## config.mk

```make
export PLATFORM = sky130hd
export DESIGN_NAME = fbh_host
export DESIGN_NICKNAME = d
export VERILOG_FILES = /design/src/fbh_pkg.sv /design/src/fbh_host.sv
export SDC_FILE = /design/constraint.sdc
export NUM_CORES = 1
export LEC_CHECK = 0
export BUFFER_PORTS_ARGS = -buffer_cell sky130_fd_sc_hd__clkbuf_2
export CAP_MARGIN = 20
export CORE_AREA = 2 2 79 81
export DETAILED_ROUTE_END_ITERATION = 8
export DIE_AREA = 0 0 81 83
export GPL_ROUTABILITY_DRIVEN = 0
export MAX_ROUTING_LAYER = met4
export PLACE_DENSITY = 0.68
export SYNTH_ARGS = -nofsm -noshare
export SYNTH_HDL_FRONTEND = slang
export SYNTH_SLANG_ARGS = --single-unit
```

## constraint.sdc

```tcl
create_clock -name sys_clk_in -period 1.68 [get_ports sys_clk_in]
set_input_delay 0.084 -clock sys_clk_in [delete_from_list [all_inputs] [get_ports sys_clk_in]]
set_output_delay 0.084 -clock sys_clk_in [all_outputs]
set_load 0.03 [all_outputs]
```

## src/fbh_pkg.sv

```systemverilog
// constants and types for the flash bus host controller
// Overview of operation
// - Read: chip select, output enable low, write high
// - Unselected memories keep outputs disabled
// - Identifier read: other address lines held low (the host forces this only for FBH_OP_ID_HV, not for the read after 90h)
// - Program every bit zero before erasing
// - Command write: select low, write pulsed low
// - 20h twice starts erase
// - 40h then address/data write starts program
// - FFh twice cancels set-up
package fbh_pkg;
  localparam int          ADDR_W         = 17;
  localparam logic [7:0]  CMD_READ       = 8'h00;
  localparam logic [7:0]  CMD_ID         = 8'h90;
  localparam logic [7:0]  CMD_ERASE      = 8'h20;
  localparam logic [7:0]  CMD_ERASE_VFY  = 8'hA0;
  localparam logic [7:0]  CMD_PROG       = 8'h40;
  localparam logic [7:0]  CMD_PROG_VFY   = 8'hC0;
  localparam logic [7:0]  CMD_RESET      = 8'hFF;
  localparam logic [7:0]  ERASED_BYTE    = 8'hFF;
  // bus phase lengths, in ns
  localparam int          SETUP_NS       = 100;
  localparam int          PULSE_NS       = 200;
  localparam int          HOLD_NS        = 100;
  localparam int          CLK_NS         = 100;
  localparam logic [3:0]  SETUP_CYC      = 4'((SETUP_NS + CLK_NS - 1) / CLK_NS);
  localparam logic [3:0]  PULSE_CYC      = 4'((PULSE_NS + CLK_NS - 1) / CLK_NS);
  localparam logic [3:0]  HOLD_CYC       = 4'((HOLD_NS + CLK_NS - 1) / CLK_NS);
  typedef enum logic [1:0] {
    FBH_OP_READ,
    FBH_OP_WRITE,
    FBH_OP_ID_HV
  } fbh_op_e;
  typedef enum logic [2:0] {
    FBH_IDLE,
    FBH_SETUP,
    FBH_PULSE,
    FBH_HOLD,
    FBH_DONE
  } fbh_state_e;
endpackage

```

## src/fbh_host.sv

```systemverilog
// host-side controller driving the flash parallel bus pins
`timescale 1ns/100ps
module fbh_host
  import fbh_pkg::*;
(
  input  wire logic              sys_clk_in,
  input  wire logic              rst_in,
  input  wire logic              req_valid_in,
  input  wire logic [1:0]        req_op_in,
  input  wire logic [ADDR_W-1:0] req_addr_in,
  input  wire logic [7:0]        req_data_in,
  input  wire logic              prog_supply_high_req_in,
  output logic                   req_ready_out,
  output logic                   rsp_valid_out,
  output logic [7:0]             rsp_data_out,
  output logic [ADDR_W-1:0]      address_lines_out,
  output logic                   chip_sel_n_out,
  output logic                   out_en_n_out,
  output logic                   write_n_out,
  output logic                   id_high_voltage_line_out,
  output logic                   program_supply_high_out,
  output logic [7:0]             data_pins_out,
  output logic                   data_pins_oe_out,
  input  wire logic [7:0]        data_pins_in
);
  fbh_state_e        state_reg;
  fbh_op_e           op_reg;
  logic [3:0]        cnt_reg;
  logic [7:0]        din_meta_reg;
  logic [7:0]        din_sync_reg;

  // two-flop sync of the data pins, sampled at end of read
  always_ff @(posedge sys_clk_in) begin
    din_meta_reg <= data_pins_in;
    din_sync_reg <= din_meta_reg;
  end

  assign req_ready_out = (state_reg == FBH_IDLE);

  // ************************************
  // bus sequencer
  // ************************************
  always_ff @(posedge sys_clk_in) begin
    if (rst_in) begin
      state_reg <= FBH_IDLE;
      op_reg    <= FBH_OP_READ;
      cnt_reg   <= 4'h0;
    end else begin
      case (state_reg)
        FBH_IDLE: begin
          if (req_valid_in) begin
            op_reg    <= fbh_op_e'(req_op_in);
            cnt_reg   <= SETUP_CYC;
            state_reg <= FBH_SETUP;
          end
        end
        FBH_SETUP: begin
          if (cnt_reg <= 4'h1) begin
            cnt_reg   <= PULSE_CYC;
            state_reg <= FBH_PULSE;
          end else begin
            cnt_reg <= cnt_reg - 4'h1;
          end
        end
        FBH_PULSE: begin
          if (cnt_reg <= 4'h1) begin
            cnt_reg   <= HOLD_CYC + 4'h2;
            state_reg <= FBH_HOLD;
          end else begin
            cnt_reg <= cnt_reg - 4'h1;
          end
        end
        FBH_HOLD: begin
          // extra two cycles let the read data cross the synchroniser
          if (cnt_reg <= 4'h1) begin
            state_reg <= FBH_DONE;
          end else begin
            cnt_reg <= cnt_reg - 4'h1;
          end
        end
        FBH_DONE: begin
          state_reg <= FBH_IDLE;
        end
        default: state_reg <= FBH_IDLE;
      endcase
    end
  end

  // ************************************
  // pin drive
  // ************************************
  always_ff @(posedge sys_clk_in) begin
    if (rst_in) begin
      chip_sel_n_out           <= 1'b1;
      out_en_n_out             <= 1'b1;
      write_n_out              <= 1'b1;
      id_high_voltage_line_out <= 1'b0;
      address_lines_out        <= '0;
      data_pins_out            <= 8'h00;
      data_pins_oe_out         <= 1'b0;
    end else if (state_reg == FBH_IDLE && req_valid_in) begin
      chip_sel_n_out           <= 1'b0;
      id_high_voltage_line_out <= (fbh_op_e'(req_op_in) == FBH_OP_ID_HV);
      if (fbh_op_e'(req_op_in) == FBH_OP_ID_HV) begin
        address_lines_out <= {{(ADDR_W-1){1'b0}}, req_addr_in[0]};
      end else begin
        address_lines_out <= req_addr_in;
      end
      // command bytes pass unchanged; their meaning belongs to the flash
      data_pins_out    <= req_data_in;
      data_pins_oe_out <= (fbh_op_e'(req_op_in) == FBH_OP_WRITE);
    end else if (state_reg == FBH_SETUP && cnt_reg <= 4'h1) begin
      if (op_reg == FBH_OP_WRITE) begin
        write_n_out <= 1'b0;
      end else begin
        out_en_n_out <= 1'b0;
      end
    end else if (state_reg == FBH_PULSE && cnt_reg <= 4'h1) begin
      write_n_out  <= 1'b1;
      out_en_n_out <= 1'b1;
    end else if (state_reg == FBH_HOLD && cnt_reg <= 4'h3) begin
      chip_sel_n_out           <= 1'b1;
      data_pins_oe_out         <= 1'b0;
      id_high_voltage_line_out <= 1'b0;
    end
  end

  // supply follows user request while idle; commands only land while it is high
  always_ff @(posedge sys_clk_in) begin
    if (rst_in) begin
      program_supply_high_out <= 1'b0;
    end else if (state_reg == FBH_IDLE) begin
      program_supply_high_out <= prog_supply_high_req_in;
    end
  end

  // capture the pins sampled on the last strobe-low edge, two flops back;
  // one edge later the sync already holds the released bus
  logic read_cap;
  assign read_cap = (state_reg == FBH_HOLD) && (cnt_reg == 4'h2)
                    && (op_reg != FBH_OP_WRITE);
  always_ff @(posedge sys_clk_in) begin
    if (rst_in) begin
      rsp_data_out  <= 8'h00;
      rsp_valid_out <= 1'b0;
    end else begin
      rsp_valid_out <= (state_reg == FBH_HOLD) && (cnt_reg <= 4'h1);
      if (read_cap) begin
        rsp_data_out <= din_sync_reg;
      end
    end
  end

  // ************************************
  // assertions
  // ************************************
  property p_rd_no_write;
    @(posedge sys_clk_in) disable iff (rst_in)
      !out_en_n_out |-> (write_n_out && !chip_sel_n_out);
  endproperty
  a_rd_no_write: assert property (p_rd_no_write) else $error("read strobe with write");

  property p_no_contention;
    @(posedge sys_clk_in) disable iff (rst_in)
      !out_en_n_out |-> !data_pins_oe_out;
  endproperty
  a_no_contention: assert property (p_no_contention) else $error("drive during read");

  property p_wr_select;
    @(posedge sys_clk_in) disable iff (rst_in)
      !write_n_out |-> (!chip_sel_n_out && out_en_n_out && data_pins_oe_out);
  endproperty
  a_wr_select: assert property (p_wr_select) else $error("write without select");

  property p_wr_pulse_len;
    @(posedge sys_clk_in) disable iff (rst_in)
      $fell(write_n_out) |-> !write_n_out [*2] ##1 write_n_out;
  endproperty
  a_wr_pulse_len: assert property (p_wr_pulse_len) else $error("write pulse length");

  property p_addr_stable;
    @(posedge sys_clk_in) disable iff (rst_in)
      !write_n_out |=> $stable(address_lines_out) && $stable(data_pins_out);
  endproperty
  a_addr_stable: assert property (p_addr_stable) else $error("bus moved in pulse");

  property p_id_addr;
    @(posedge sys_clk_in) disable iff (rst_in)
      id_high_voltage_line_out |-> (address_lines_out[ADDR_W-1:1] == '0);
  endproperty
  a_id_addr: assert property (p_id_addr) else $error("id address high bits");

  property p_idle_deselect;
    @(posedge sys_clk_in) disable iff (rst_in)
      (state_reg == FBH_IDLE) |-> chip_sel_n_out && !data_pins_oe_out;
  endproperty
  a_idle_deselect: assert property (p_idle_deselect) else $error("selected when idle");

  property p_supply_stable;
    @(posedge sys_clk_in) disable iff (rst_in)
      !write_n_out |-> $stable(program_supply_high_out);
  endproperty
  a_supply_stable: assert property (p_supply_stable) else $error("supply moved in write");

  property p_rd_pulse_len;
    @(posedge sys_clk_in) disable iff (rst_in)
      $fell(out_en_n_out) |-> !out_en_n_out [*2] ##1 out_en_n_out;
  endproperty
  a_rd_pulse_len: assert property (p_rd_pulse_len) else $error("read pulse length");

  property p_sel_outlasts_strobe;
    @(posedge sys_clk_in) disable iff (rst_in)
      ($rose(write_n_out) || $rose(out_en_n_out)) |-> !chip_sel_n_out;
  endproperty
  a_sel_outlasts_strobe: assert property (p_sel_outlasts_strobe) else $error("select dropped early");

  property p_one_strobe;
    @(posedge sys_clk_in) disable iff (rst_in)
      !(!out_en_n_out && !write_n_out);
  endproperty
  a_one_strobe: assert property (p_one_strobe) else $error("two strobes at once");

  property p_standby_quiet;
    @(posedge sys_clk_in) disable iff (rst_in)
      chip_sel_n_out |-> (out_en_n_out && write_n_out && !data_pins_oe_out);
  endproperty
  a_standby_quiet: assert property (p_standby_quiet) else $error("activity while deselected");

  property p_rsp_pulse;
    @(posedge sys_clk_in) disable iff (rst_in)
      rsp_valid_out |=> !rsp_valid_out;
  endproperty
  a_rsp_pulse: assert property (p_rsp_pulse) else $error("response longer than one cycle");
endmodule

```

==> metrics.yaml, run 1 <==
synth:
  ys_types: 41
  seq_area_frac_synth_pct: 56.3
  synth_nets: 286
  synth-main-ff-cell: "dfxtp_1"
  postSynthAreaPerCell_um2: 9.47
  synth_edf_count: 0
  syn-cell-area_um2: 2310
  yosysWarnings: 0
  ys_ff_latch: 65
  synthCells: 244
  async_flop_share_pct: 0
pwr:
  pwr_density_cell_nw_per_um2: 1580
  total_power_uw: 5440
  p_leak_uw: 0.00158
  vdd_ir_drop_max_uv: 784
critical_path:
  critPathMaxStageDelay_ns: 0.35
  rrSetupSlack_ns: 0.07
  cpLargestDelayFamily: "simple AND/OR/NAND/NOR gates"
  crit_chain: "inv_1 > ha_1 > or2_1 > and3_1 > a2111oi_2 > a211oi_1"
  critical_path.startpoint: "cnt_reg[0]$_SDFFE_PP0P_"
  crit_required_ns: 1.89
  worstPathArrival_ns: 1.82
  rr_worst_depth: 6
  cp_max_fo: 5
  crit_cells: 6
  worstSetupPathType: "reg -> reg"
  start_kind: "register"
  rr_startpoint: "cnt_reg[0]$_SDFFE_PP0P_"
  cp-end-kind: "register"
  critPathCapture: "cnt_reg[0]$_SDFFE_PP0P_"
  timing.rr.end: "cnt_reg[0]$_SDFFE_PP0P_"
  path_buf_inv: 1
  slowest_stage: "dfxtp_2"
placed_design:
  pre_cts_ws_ns: -0.0148
  dpl.hpwl_um: 3700
  io_buffer_count: 79
hold_path:
  hp-start: "rst_in"
  hold_path.class: "in -> reg"
floorplan:
  rows: 28
  fp.dieH_um: 83
  initial_core_util_pct: 39.7
  fp.dieW_um: 81
  io_pins: 80
  die-area_um2: 6720
  coreArea_um2: 5820
final_layout:
  seq_area_um2: 1300
  layout-drive-gt1-share_pct: 31.3
  area_growth_pct: 49.5
  largest_reg_flops: 17
  finish.utilization_pct: 59.4
  n_antenna_cell: 0
  multiInputGateArea_um2: 913
  fillerInstances: 525
  final_nets: 411
  largest-register: "address_lines_out"
sta:
  report.final.slew_viol_count: 0
  rsz0062_at_grt: "yes"
  setup_viol: 0
  period_needed_ns: 1.61
  fin_crit_sh_pct: 95.8
  hold_viol_final: 0
  max_slew_margin_pct: 55.4
  worst_slew_pin_slew_ns: 0.669
  setup_ws_ns: 0.0701
  max_freq_mhz: 621
  clock_skew_ns: 0.00553
clock_tree:
  cts_buffers: 9
  cts_num_sinks: 65
  path_clk_slew_ns: 0.07
  cts_tree: "done"
  h-tree-depth: 3
  clock-root-buffer: "clkbuf_8"
  clock_latency_ns: 0.33
  post_cts_buffers: 0
  cts_buffer_depth: 2
global_routing:
  grt_max_degree: 25
  grt.total_usage_pct: 18.9
  grt_pass1_wl_um: 9520
  overflow: 0
  antenna_found_initial: 0
  first_global_vias: 2083
job:
  max_cap_viol_count: 0
detailed_routing:
  drt-total-wl_um: 5830
  drtAntennaViolNets: 0
  drt-initial-drc-count: 200
  wl_per_cell_um: 13.0
  num_vias: 2162
  drc: 0
  via_per_inst: 4.82
  first_pass_iters: 4
outcome:
  outcome: "complete, no violations"
placed cells by master, fill, tap and decap left out, types with 9 or more instances in the layout:
| cell | Yosys | final |
|---|---|---|
| nand3_1 | 18 | 18 |
| mux2i_1 | 9 | 9 |
| clkbuf_8 | 0 | 10 |
| dlygate4sd3_1 | 0 | 36 |
| a21oi_1 | 31 | 30 |
| nor2_1 | 14 | 14 |
| nand2_1 | 44 | 44 |
| dfxtp_1 | 65 | 64 |
| clkbuf_2 | 0 | 79 |
| buf_4 | 4 | 14 |
power by group:
group / switching (µW) / internal, µW
registers: 158 / 1770
logic: 1150 / 749
clock network: 587 / 1020
total: 1900 / 3540
per-layer routing:
layer / vias up / routed length, µm / GRT usage (%) / share of wire (%)
met5: - / 0 / - / 0
met4: 0 / 165 / 8.94 / 2.8
met3: 16 / 322 / 5.65 / 5.5
met2: 72 / 2900 / 29.5 / 50
met1: 988 / 2440 / 22.1 / 42
li1: 1086 / - / - / -
worst min-delay path by stage:
| stage | end | depth (start not counted) | slack [ns] |
|---|---|---|---|
| after floorplan | din_meta_reg[0]$_DFF_P_ | 0 | 0.11 |
| after global placement | din_meta_reg[0]$_DFF_P_ | 1 | 0.19 |
| after detailed placement | din_meta_reg[4]$_DFF_P_ | 1 | 0.19 |
| after CTS | rsp_valid_out$_SDFF_PP0_ | 2 | 0.12 |
| after global routing | rsp_valid_out$_SDFF_PP0_ | 2 | 0.15 |
| final | rsp_valid_out$_SDFF_PP0_ | 2 | 0.15 |
kinds of logic (layout without fill, tap and decap cells):
| group | count (synthesis) | count (layout) | share of synthesized area (%) |
|---|---|---|---|
| xor gates and xnor gates | 2 | 2 | 0.759 |
| and+or+nand+nor | 100 | 100 | 21.6 |
| adders and majority gates | 3 | 3 | 1.63 |
| DFF | 65 | 65 | 56.3 |
| muxes | 9 | 9 | 3.90 |
| AOI/OAI and AO/OA | 44 | 44 | 11.1 |
| buffers and inverters | 21 | 151 | 4.77 |
per-stage QoR:
stage	setup TNS (ns)	cells	hold WS, ns	instance area (µm²)
CTS	0	449	0.119	3440
global route	-0.0593	449	0.152	3450
finish	0	449	0.147	3450
floorplan	0	244	0.112	2310
global placement	0	397	0.186	2830
detailed placement	-0.0148	397	0.188	2830
Yosys cell counts, types with 2 or more instances:
cell type,number,share of area [%]
mux2i_1,9,3.9
a21oi_1,31,6.7
nor4_1,2,0.54
xnor2_1,2,0.76
nand2_1,44,7.2
clkbuf_1,6,0.98
inv_1,5,0.81
buf_4,4,1.3
nand4_1,2,0.54
a32oi_1,2,0.76
nor3_1,7,1.5
buf_2,4,0.87
dfxtp_1,65,56
ha_1,3,1.6
nor2_1,14,2.3
nand3_1,18,3.9
o21ai_1,2,0.43
what timing repair did:
item | in CTS | in global routing
gates resized for setup | 2 | 3
hold buffers | 36 | 0
hold endpoints to repair | 36 | 0
pin swaps | 0 | 0
setup endpoints to repair | 1 | 5
cell type report:
type	instances	share of cell area, %
Timing Repair Buffer	130	25.5
Sequential cell	65	37.7
Clock inverter	5	2.97
Multi-Input combinational cell	158	26.4
Tap cell	75	2.72
Clock buffer	11	4.09
Inverter	5	0.543
No activity file was read; power rests on OpenSTA's default activity.
==> run 2, diff against run 1 <==
Settings changed: CORE_AREA 2 2 79 81 to 3 3 80 82, DIE_AREA 0 0 81 83 to 0 0 83 85, SETUP_SLACK_MARGIN from default to 0.3.
==> metrics.yaml, run 2 (synthesis results as in run 1) <==
sta:
  setup_tns_ns: 0  # unchanged
  max_freq_mhz: 697  # +12%
  clock_skew_ns: 0.00509  # -0.000446 ns
  report.final.slew_viol_count: 0  # unchanged
  period_needed_ns: 1.43  # -0.175 ns
  hold_viol_final: 0  # unchanged
  max_slew_margin_pct: 70.6  # +15 points
  rsz0062_at_grt: "yes"
  setup_viol: 0  # unchanged
  worst_slew_pin_slew_ns: 0.437  # -0.232 ns
  setup_ws_ns: 0.245  # +0.175 ns
  fin_crit_sh_pct: 85.4  # -10 points
detailed_routing:
  via_per_inst: 5.00  # +3.9%
  num_vias: 2296  # +6.2%
  drc: 0  # unchanged
  drt-total-wl_um: 6590  # +13%
  drtAntennaViolNets: 0  # unchanged
  wl_per_cell_um: 14.4  # +11%
  drt-initial-drc-count: 198  # -1.0%
  first_pass_iters: 4  # unchanged
final_layout:
  finish.utilization_pct: 61.7  # +2.3 points
  largest_reg_flops: 17  # unchanged
  mostFrequentLayoutCells: "78 x clkbuf_2, 59 x dfxtp_1, 42 x nand2_1"
  layout_commonest_cell: "clkbuf_2"
  final_nets: 421  # +2.4%
  largest-register: "address_lines_out"
  layout-drive-gt1-share_pct: 38.0  # +6.7 points
  fin_area_um2: 3590  # +3.8%
  n_antenna_cell: 0  # unchanged
  area_growth_pct: 55.3
clock_tree:
  clock_latency_ns: 0.33  # about the same
  cts_num_sinks: 65  # unchanged
  cts_buffers: 9  # unchanged
  cts_buffer_depth: 2  # unchanged
  path_clk_slew_ns: 0.07  # about the same
  h-tree-depth: 3  # unchanged
  cts_tree: "done"
  clock-root-buffer: "clkbuf_8"
critical_path:
  rrSetupSlack_ns: 0.25  # +0.18 ns
  cp-end-kind: "register"
  rr_startpoint: "cnt_reg[0]$_SDFFE_PP0P_"
  crit_required_ns: 1.90  # about the same
  worstPathArrival_ns: 1.65  # -0.17 ns
  start_kind: "register"
  cp_max_fo: 5  # unchanged
  rr_worst_depth: 6  # unchanged
  worstSetupPathType: "reg -> reg"
  timing.rr.end: "cnt_reg[0]$_SDFFE_PP0P_"
placed_design:
  place_area_um2: 2800  # -1.1%
  dpl.hpwl_um: 3610  # -2.4%
  io_buffer_count: 79  # unchanged
  pre_cts_ws_ns: 0.190  # +0.205 ns
global_routing:
  grt.total_usage_pct: 17.6  # -1.3 points
  overflow: 0  # unchanged
  grt_pass1_wl_um: 9780  # +2.8%
  grt_max_degree: 30  # +20%
  antenna_found_initial: 0  # unchanged
  first_global_vias: 2174  # +4.4%
job:
  max_cap_viol_count: 0  # unchanged
hold_path:
  hold_path.class: "in -> reg"
  hp-start: "req_op_in[0]"
  holdPathEnd: "data_pins_oe_out$_SDFFE_PP0P_"
  worstHoldPathCells: 3  # +1
floorplan:
  rows: 28  # unchanged
  initial_core_util_pct: 39.7  # unchanged
  fp.dieH_um: 85  # +2.4%
  io_pins: 80  # unchanged
  die-area_um2: 7060  # +4.9%
  fp.dieW_um: 83  # +2.5%
  coreArea_um2: 5820  # unchanged
outcome:
  outcome: "complete, no violations"
pwr:
  pwr_density_cell_nw_per_um2: 1560  # -1.3%
  p_leak_uw: 0.00161  # +2.2%
  vdd_ir_drop_max_uv: 737  # -6.0%
-- run 2: changes by cell type in the layout (fill, tap and decap cells not counted), moves of 3 or more --
| cell | change |
|---|---|
| clkinvlp_4 | +3 |
| dfxtp_4 | +4 |
| dfxtp_1 | -5 |
| buf_6 | +3 |
| buf_4 | +4 |
| bufinv_16 | -3 |
-- run 2: per-layer routing --
metal  vias up  GRT usage [%]  wire length, µm
li1       1115              -                -
met1      1071           20.6             2730
met2        95           27.8             3320
met3        15           5.63              415
met4         0           7.73              119
met5         -              -                0
-- run 2: final cells by class --
cell class                 instances  area, µm²
inverter                           5       26.3
fill                             487       2230
clock inverter                     6       43.8
sequential                        65       1320
tap                               75       93.8
clock buffer                      10        128
multi-input combinational        161       1010
timing repair buffer             137        965
-- run 2: worst max-delay path by stage --
| stage | startpoint | endpoint | slack, ns |
|---|---|---|---|
| floorplan | state_reg[0]$_SDFFE_PP0P_ | id_high_voltage_line_out$_SDFFE_PP0P_ | 0.26 |
| detailed placement | state_reg[0]$_SDFFE_PP0P_ | rsp_data_out[1]$_SDFFE_PP0P_ | 0.19 |
| finish | cnt_reg[0]$_SDFFE_PP0P_ | cnt_reg[0]$_SDFFE_PP0P_ | 0.25 |
| CTS | cnt_reg[1]$_SDFFE_PP0P_ | cnt_reg[0]$_SDFFE_PP0P_ | 0.27 |
| global route | cnt_reg[3]$_SDFFE_PP0P_ | rsp_data_out[4]$_SDFFE_PP0P_ | 0.19 |
| global placement | state_reg[0]$_SDFFE_PP0P_ | rsp_data_out[5]$_SDFFE_PP0P_ | 0.23 |
-- run 2: repair_timing --
action,CTS,global route
buffers inserted,12,4
endpoints found under the setup margin,35,39
gates resized for setup,10,18
hold endpoints to repair,36,0
pin swaps,6,5
gates cloned,0,4
hold buffers,36,0
-- run 2: stage by stage --
stage	total power (µW)	hold WS, ns	std cells
floorplan	3370	0.112	244
global placement	3710	0.187	387
detailed placement	3730	0.188	387
CTS	5160	0.0266	451
global route	5880	0.0398	459
finish	5580	0.0525	459
-- run 2: where the power goes --
group	switching, µW	total, µW	internal, µW
Sequential	189	1990	1800
Clock	619	1160	537
Combinational	1350	2440	1080
-- run 2: worst max-delay path, stage by stage, from the launching register on --
cell	delay, ns
dfxtp_4	0.39
inv_6	0.05
ha_4	0.16
or2_4	0.25
and3_4	0.21
a2111oi_4	0.19
a211oi_2	0.07
==> run 3, diff against run 2 <==
Settings changed: CELL_PAD_IN_SITES_DETAIL_PLACEMENT from default to 1, CELL_PAD_IN_SITES_GLOBAL_PLACEMENT from default to 2, CORE_AREA 3 3 80 82 to 3 3 99 101, CTS_BUF_LIST from default to sky130_fd_sc_hd__clkbuf_16, DIE_AREA 0 0 83 85 to 0 0 102 104, PLACE_DENSITY 0.68 to default, PLACE_DENSITY_LB_ADDON from default to 0.1.
==> metrics.yaml, run 3 (synthesis results as in run 1) <==
sta:
  max_slew_margin_pct: 69.5  # -1.2 points
  hold_viol_final: 1  # +1
  rsz0062_at_grt: "yes"
  period_needed_ns: 1.54  # +0.108 ns
  worst_slew_pin_slew_ns: 0.454  # +0.0175 ns
  report.final.slew_viol_count: 0  # unchanged
  fin_crit_sh_pct: 91.8  # +6.4 points
  max_freq_mhz: 648  # -7.0%
  setup_tns_ns: 0  # unchanged
  fin_hold_ws_ns: -0.00571  # -0.0582 ns
  clock_skew_ns: 0.00606  # +0.000973 ns
  setup_viol: 0  # unchanged
detailed_routing:
  drtAntennaViolNets: 0  # unchanged
  wl_per_cell_um: 15.9  # +11%
  drt-initial-drc-count: 55  # -72%
  drc: 0  # unchanged
  via_per_inst: 4.60  # -8.0%
  num_vias: 2255  # -1.8%
  first_pass_iters: 4  # unchanged
  drt-total-wl_um: 7810  # +19%
final_layout:
  n_antenna_cell: 0  # unchanged
  layout-drive-gt1-share_pct: 47.8  # +9.7 points
  area_growth_pct: 67.3
  mostFrequentLayoutCells: "79 x clkbuf_2, 58 x dfxtp_1, 31 x nand2_1"
  fin_area_um2: 3860  # +7.8%
  largest-register: "address_lines_out"
  final_nets: 417  # -0.95%
  largest_reg_flops: 17  # unchanged
  layout_commonest_cell: "clkbuf_2"
clock_tree:
  cts_buffers: 9  # unchanged
  cts_num_sinks: 65  # unchanged
  clock-root-buffer: "clkbuf_16"
  cts_buffer_depth: 2  # unchanged
  h-tree-depth: 3  # unchanged
  path_clk_slew_ns: 0.06  # about the same
  cts_tree: "done"
  clock_latency_ns: 0.32  # about the same
critical_path:
  worstPathArrival_ns: 1.73  # +0.08 ns
  slowest_stage: "dfxtp_4"
  crit_required_ns: 1.87  # -0.03 ns
  start_kind: "register"
  critPathMaxStageDelay_ns: 0.39  # about the same
  cp-end-kind: "register"
  worstSetupPathType: "reg -> reg"
  crit_chain: "inv_6 > ha_4 > or2_4 > and3_4 > a2111oi_4 > a211oi_2"
  cp_max_fo: 5  # unchanged
global_routing:
  grt_pass1_wl_um: 11400  # +16%
  grt_max_degree: 34  # +13%
  grt.total_usage_pct: 14.0  # -3.6 points
  overflow: 0  # unchanged
  antenna_found_initial: 0  # unchanged
  first_global_vias: 2292  # +5.4%
pwr:
  pwr_density_cell_nw_per_um2: 1710  # +10%
  vdd_ir_drop_max_uv: 580  # -21%
  p_leak_uw: 0.00171  # +6.0%
floorplan:
  fp.dieH_um: 104  # +22%
  coreArea_um2: 9110  # +57%
  io_pins: 80  # unchanged
  fp.dieW_um: 102  # +23%
  initial_core_util_pct: 25.4  # -14 points
  die-area_um2: 10600  # +50%
  rows: 35  # +25%
placed_design:
  place_area_um2: 2880  # +2.7%
  io_buffer_count: 79  # unchanged
  dpl.hpwl_um: 4340  # +20%
hold_path:
  hold_path.class: "in -> reg"
outcome:
  outcome: "complete, but fails checks"
  violations: "hold timing"
job:
  max_cap_viol_count: 0  # unchanged
==> run 3: cell type report <==
cell class / count / area, µm²
multi-input cells: 161 / 1170
clock buffers: 9 / 225
repair buffers: 133 / 916
well taps: 111 / 139
fillers: 1035 / 5240
clock inverters: 6 / 68.8
flip-flops and latches: 65 / 1320
inverters: 5 / 26.3
==> run 3: worst paths after layout <==
kind / end / slack [ns] / cells past startpoint / startpoint
worst max-delay path: cnt_reg[0]$_SDFFE_PP0P_ / 0.14 / 6 / cnt_reg[0]$_SDFFE_PP0P_
worst min-delay path: address_lines_out[12]$_SDFFE_PP0P_ / -0.006 / 3 / req_addr_in[12]
worst max register to register: cnt_reg[0]$_SDFFE_PP0P_ / 0.14 / 6 / cnt_reg[0]$_SDFFE_PP0P_
worst min register to register: din_sync_reg[1]$_DFF_P_ / 0.33 / 0 / din_meta_reg[1]$_DFF_P_
==> run 3: stage by stage <==
stage	util (%)	cells	setup WS [ns]	total power, µW
after floorplan	-	244	0.258	3370
after global routing	42.4	490	0.109	6970
after detailed placement	31.6	427	0.137	3850
final	42.4	490	0.138	6620
after global placement	31.6	427	0.157	3850
after CTS	39.2	481	0.238	6080
==> run 3: power breakdown <==
part | internal (µW) | leakage [µW] | switching [µW]
clock network | 1150 | 0.000142 | 701
logic | 1180 | 0.00103 | 1580
registers | 1800 | 0.000539 | 220
==> run 3: per-layer routing <==
metal	GRT usage [%]	share of wire, %	vias up
met5	-	0	-
met4	5.53	1.8	0
met3	3.89	4.0	11
met2	22.3	49	55
met1	16.6	45	1085
li1	-	-	1104
==> run 3: timing repair <==
item / CTS / global route
gates cloned: 0 / 5
setup buffers: 15 / 3
endpoints found under the setup margin: 23 / 38
hold buffers: 24 / 1
gates resized for setup: 16 / 53
hold endpoints to repair: 24 / 1
pin swaps: 8 / 31
==> run 3: worst max-delay path: cells and delay by family (launching register included) <==
kind,cells,cell delay [ns]
buf+inv,1,0.05
simple gates,2,0.49
flops,1,0.39
fa+ha+maj,1,0.15
compound gates,2,0.34
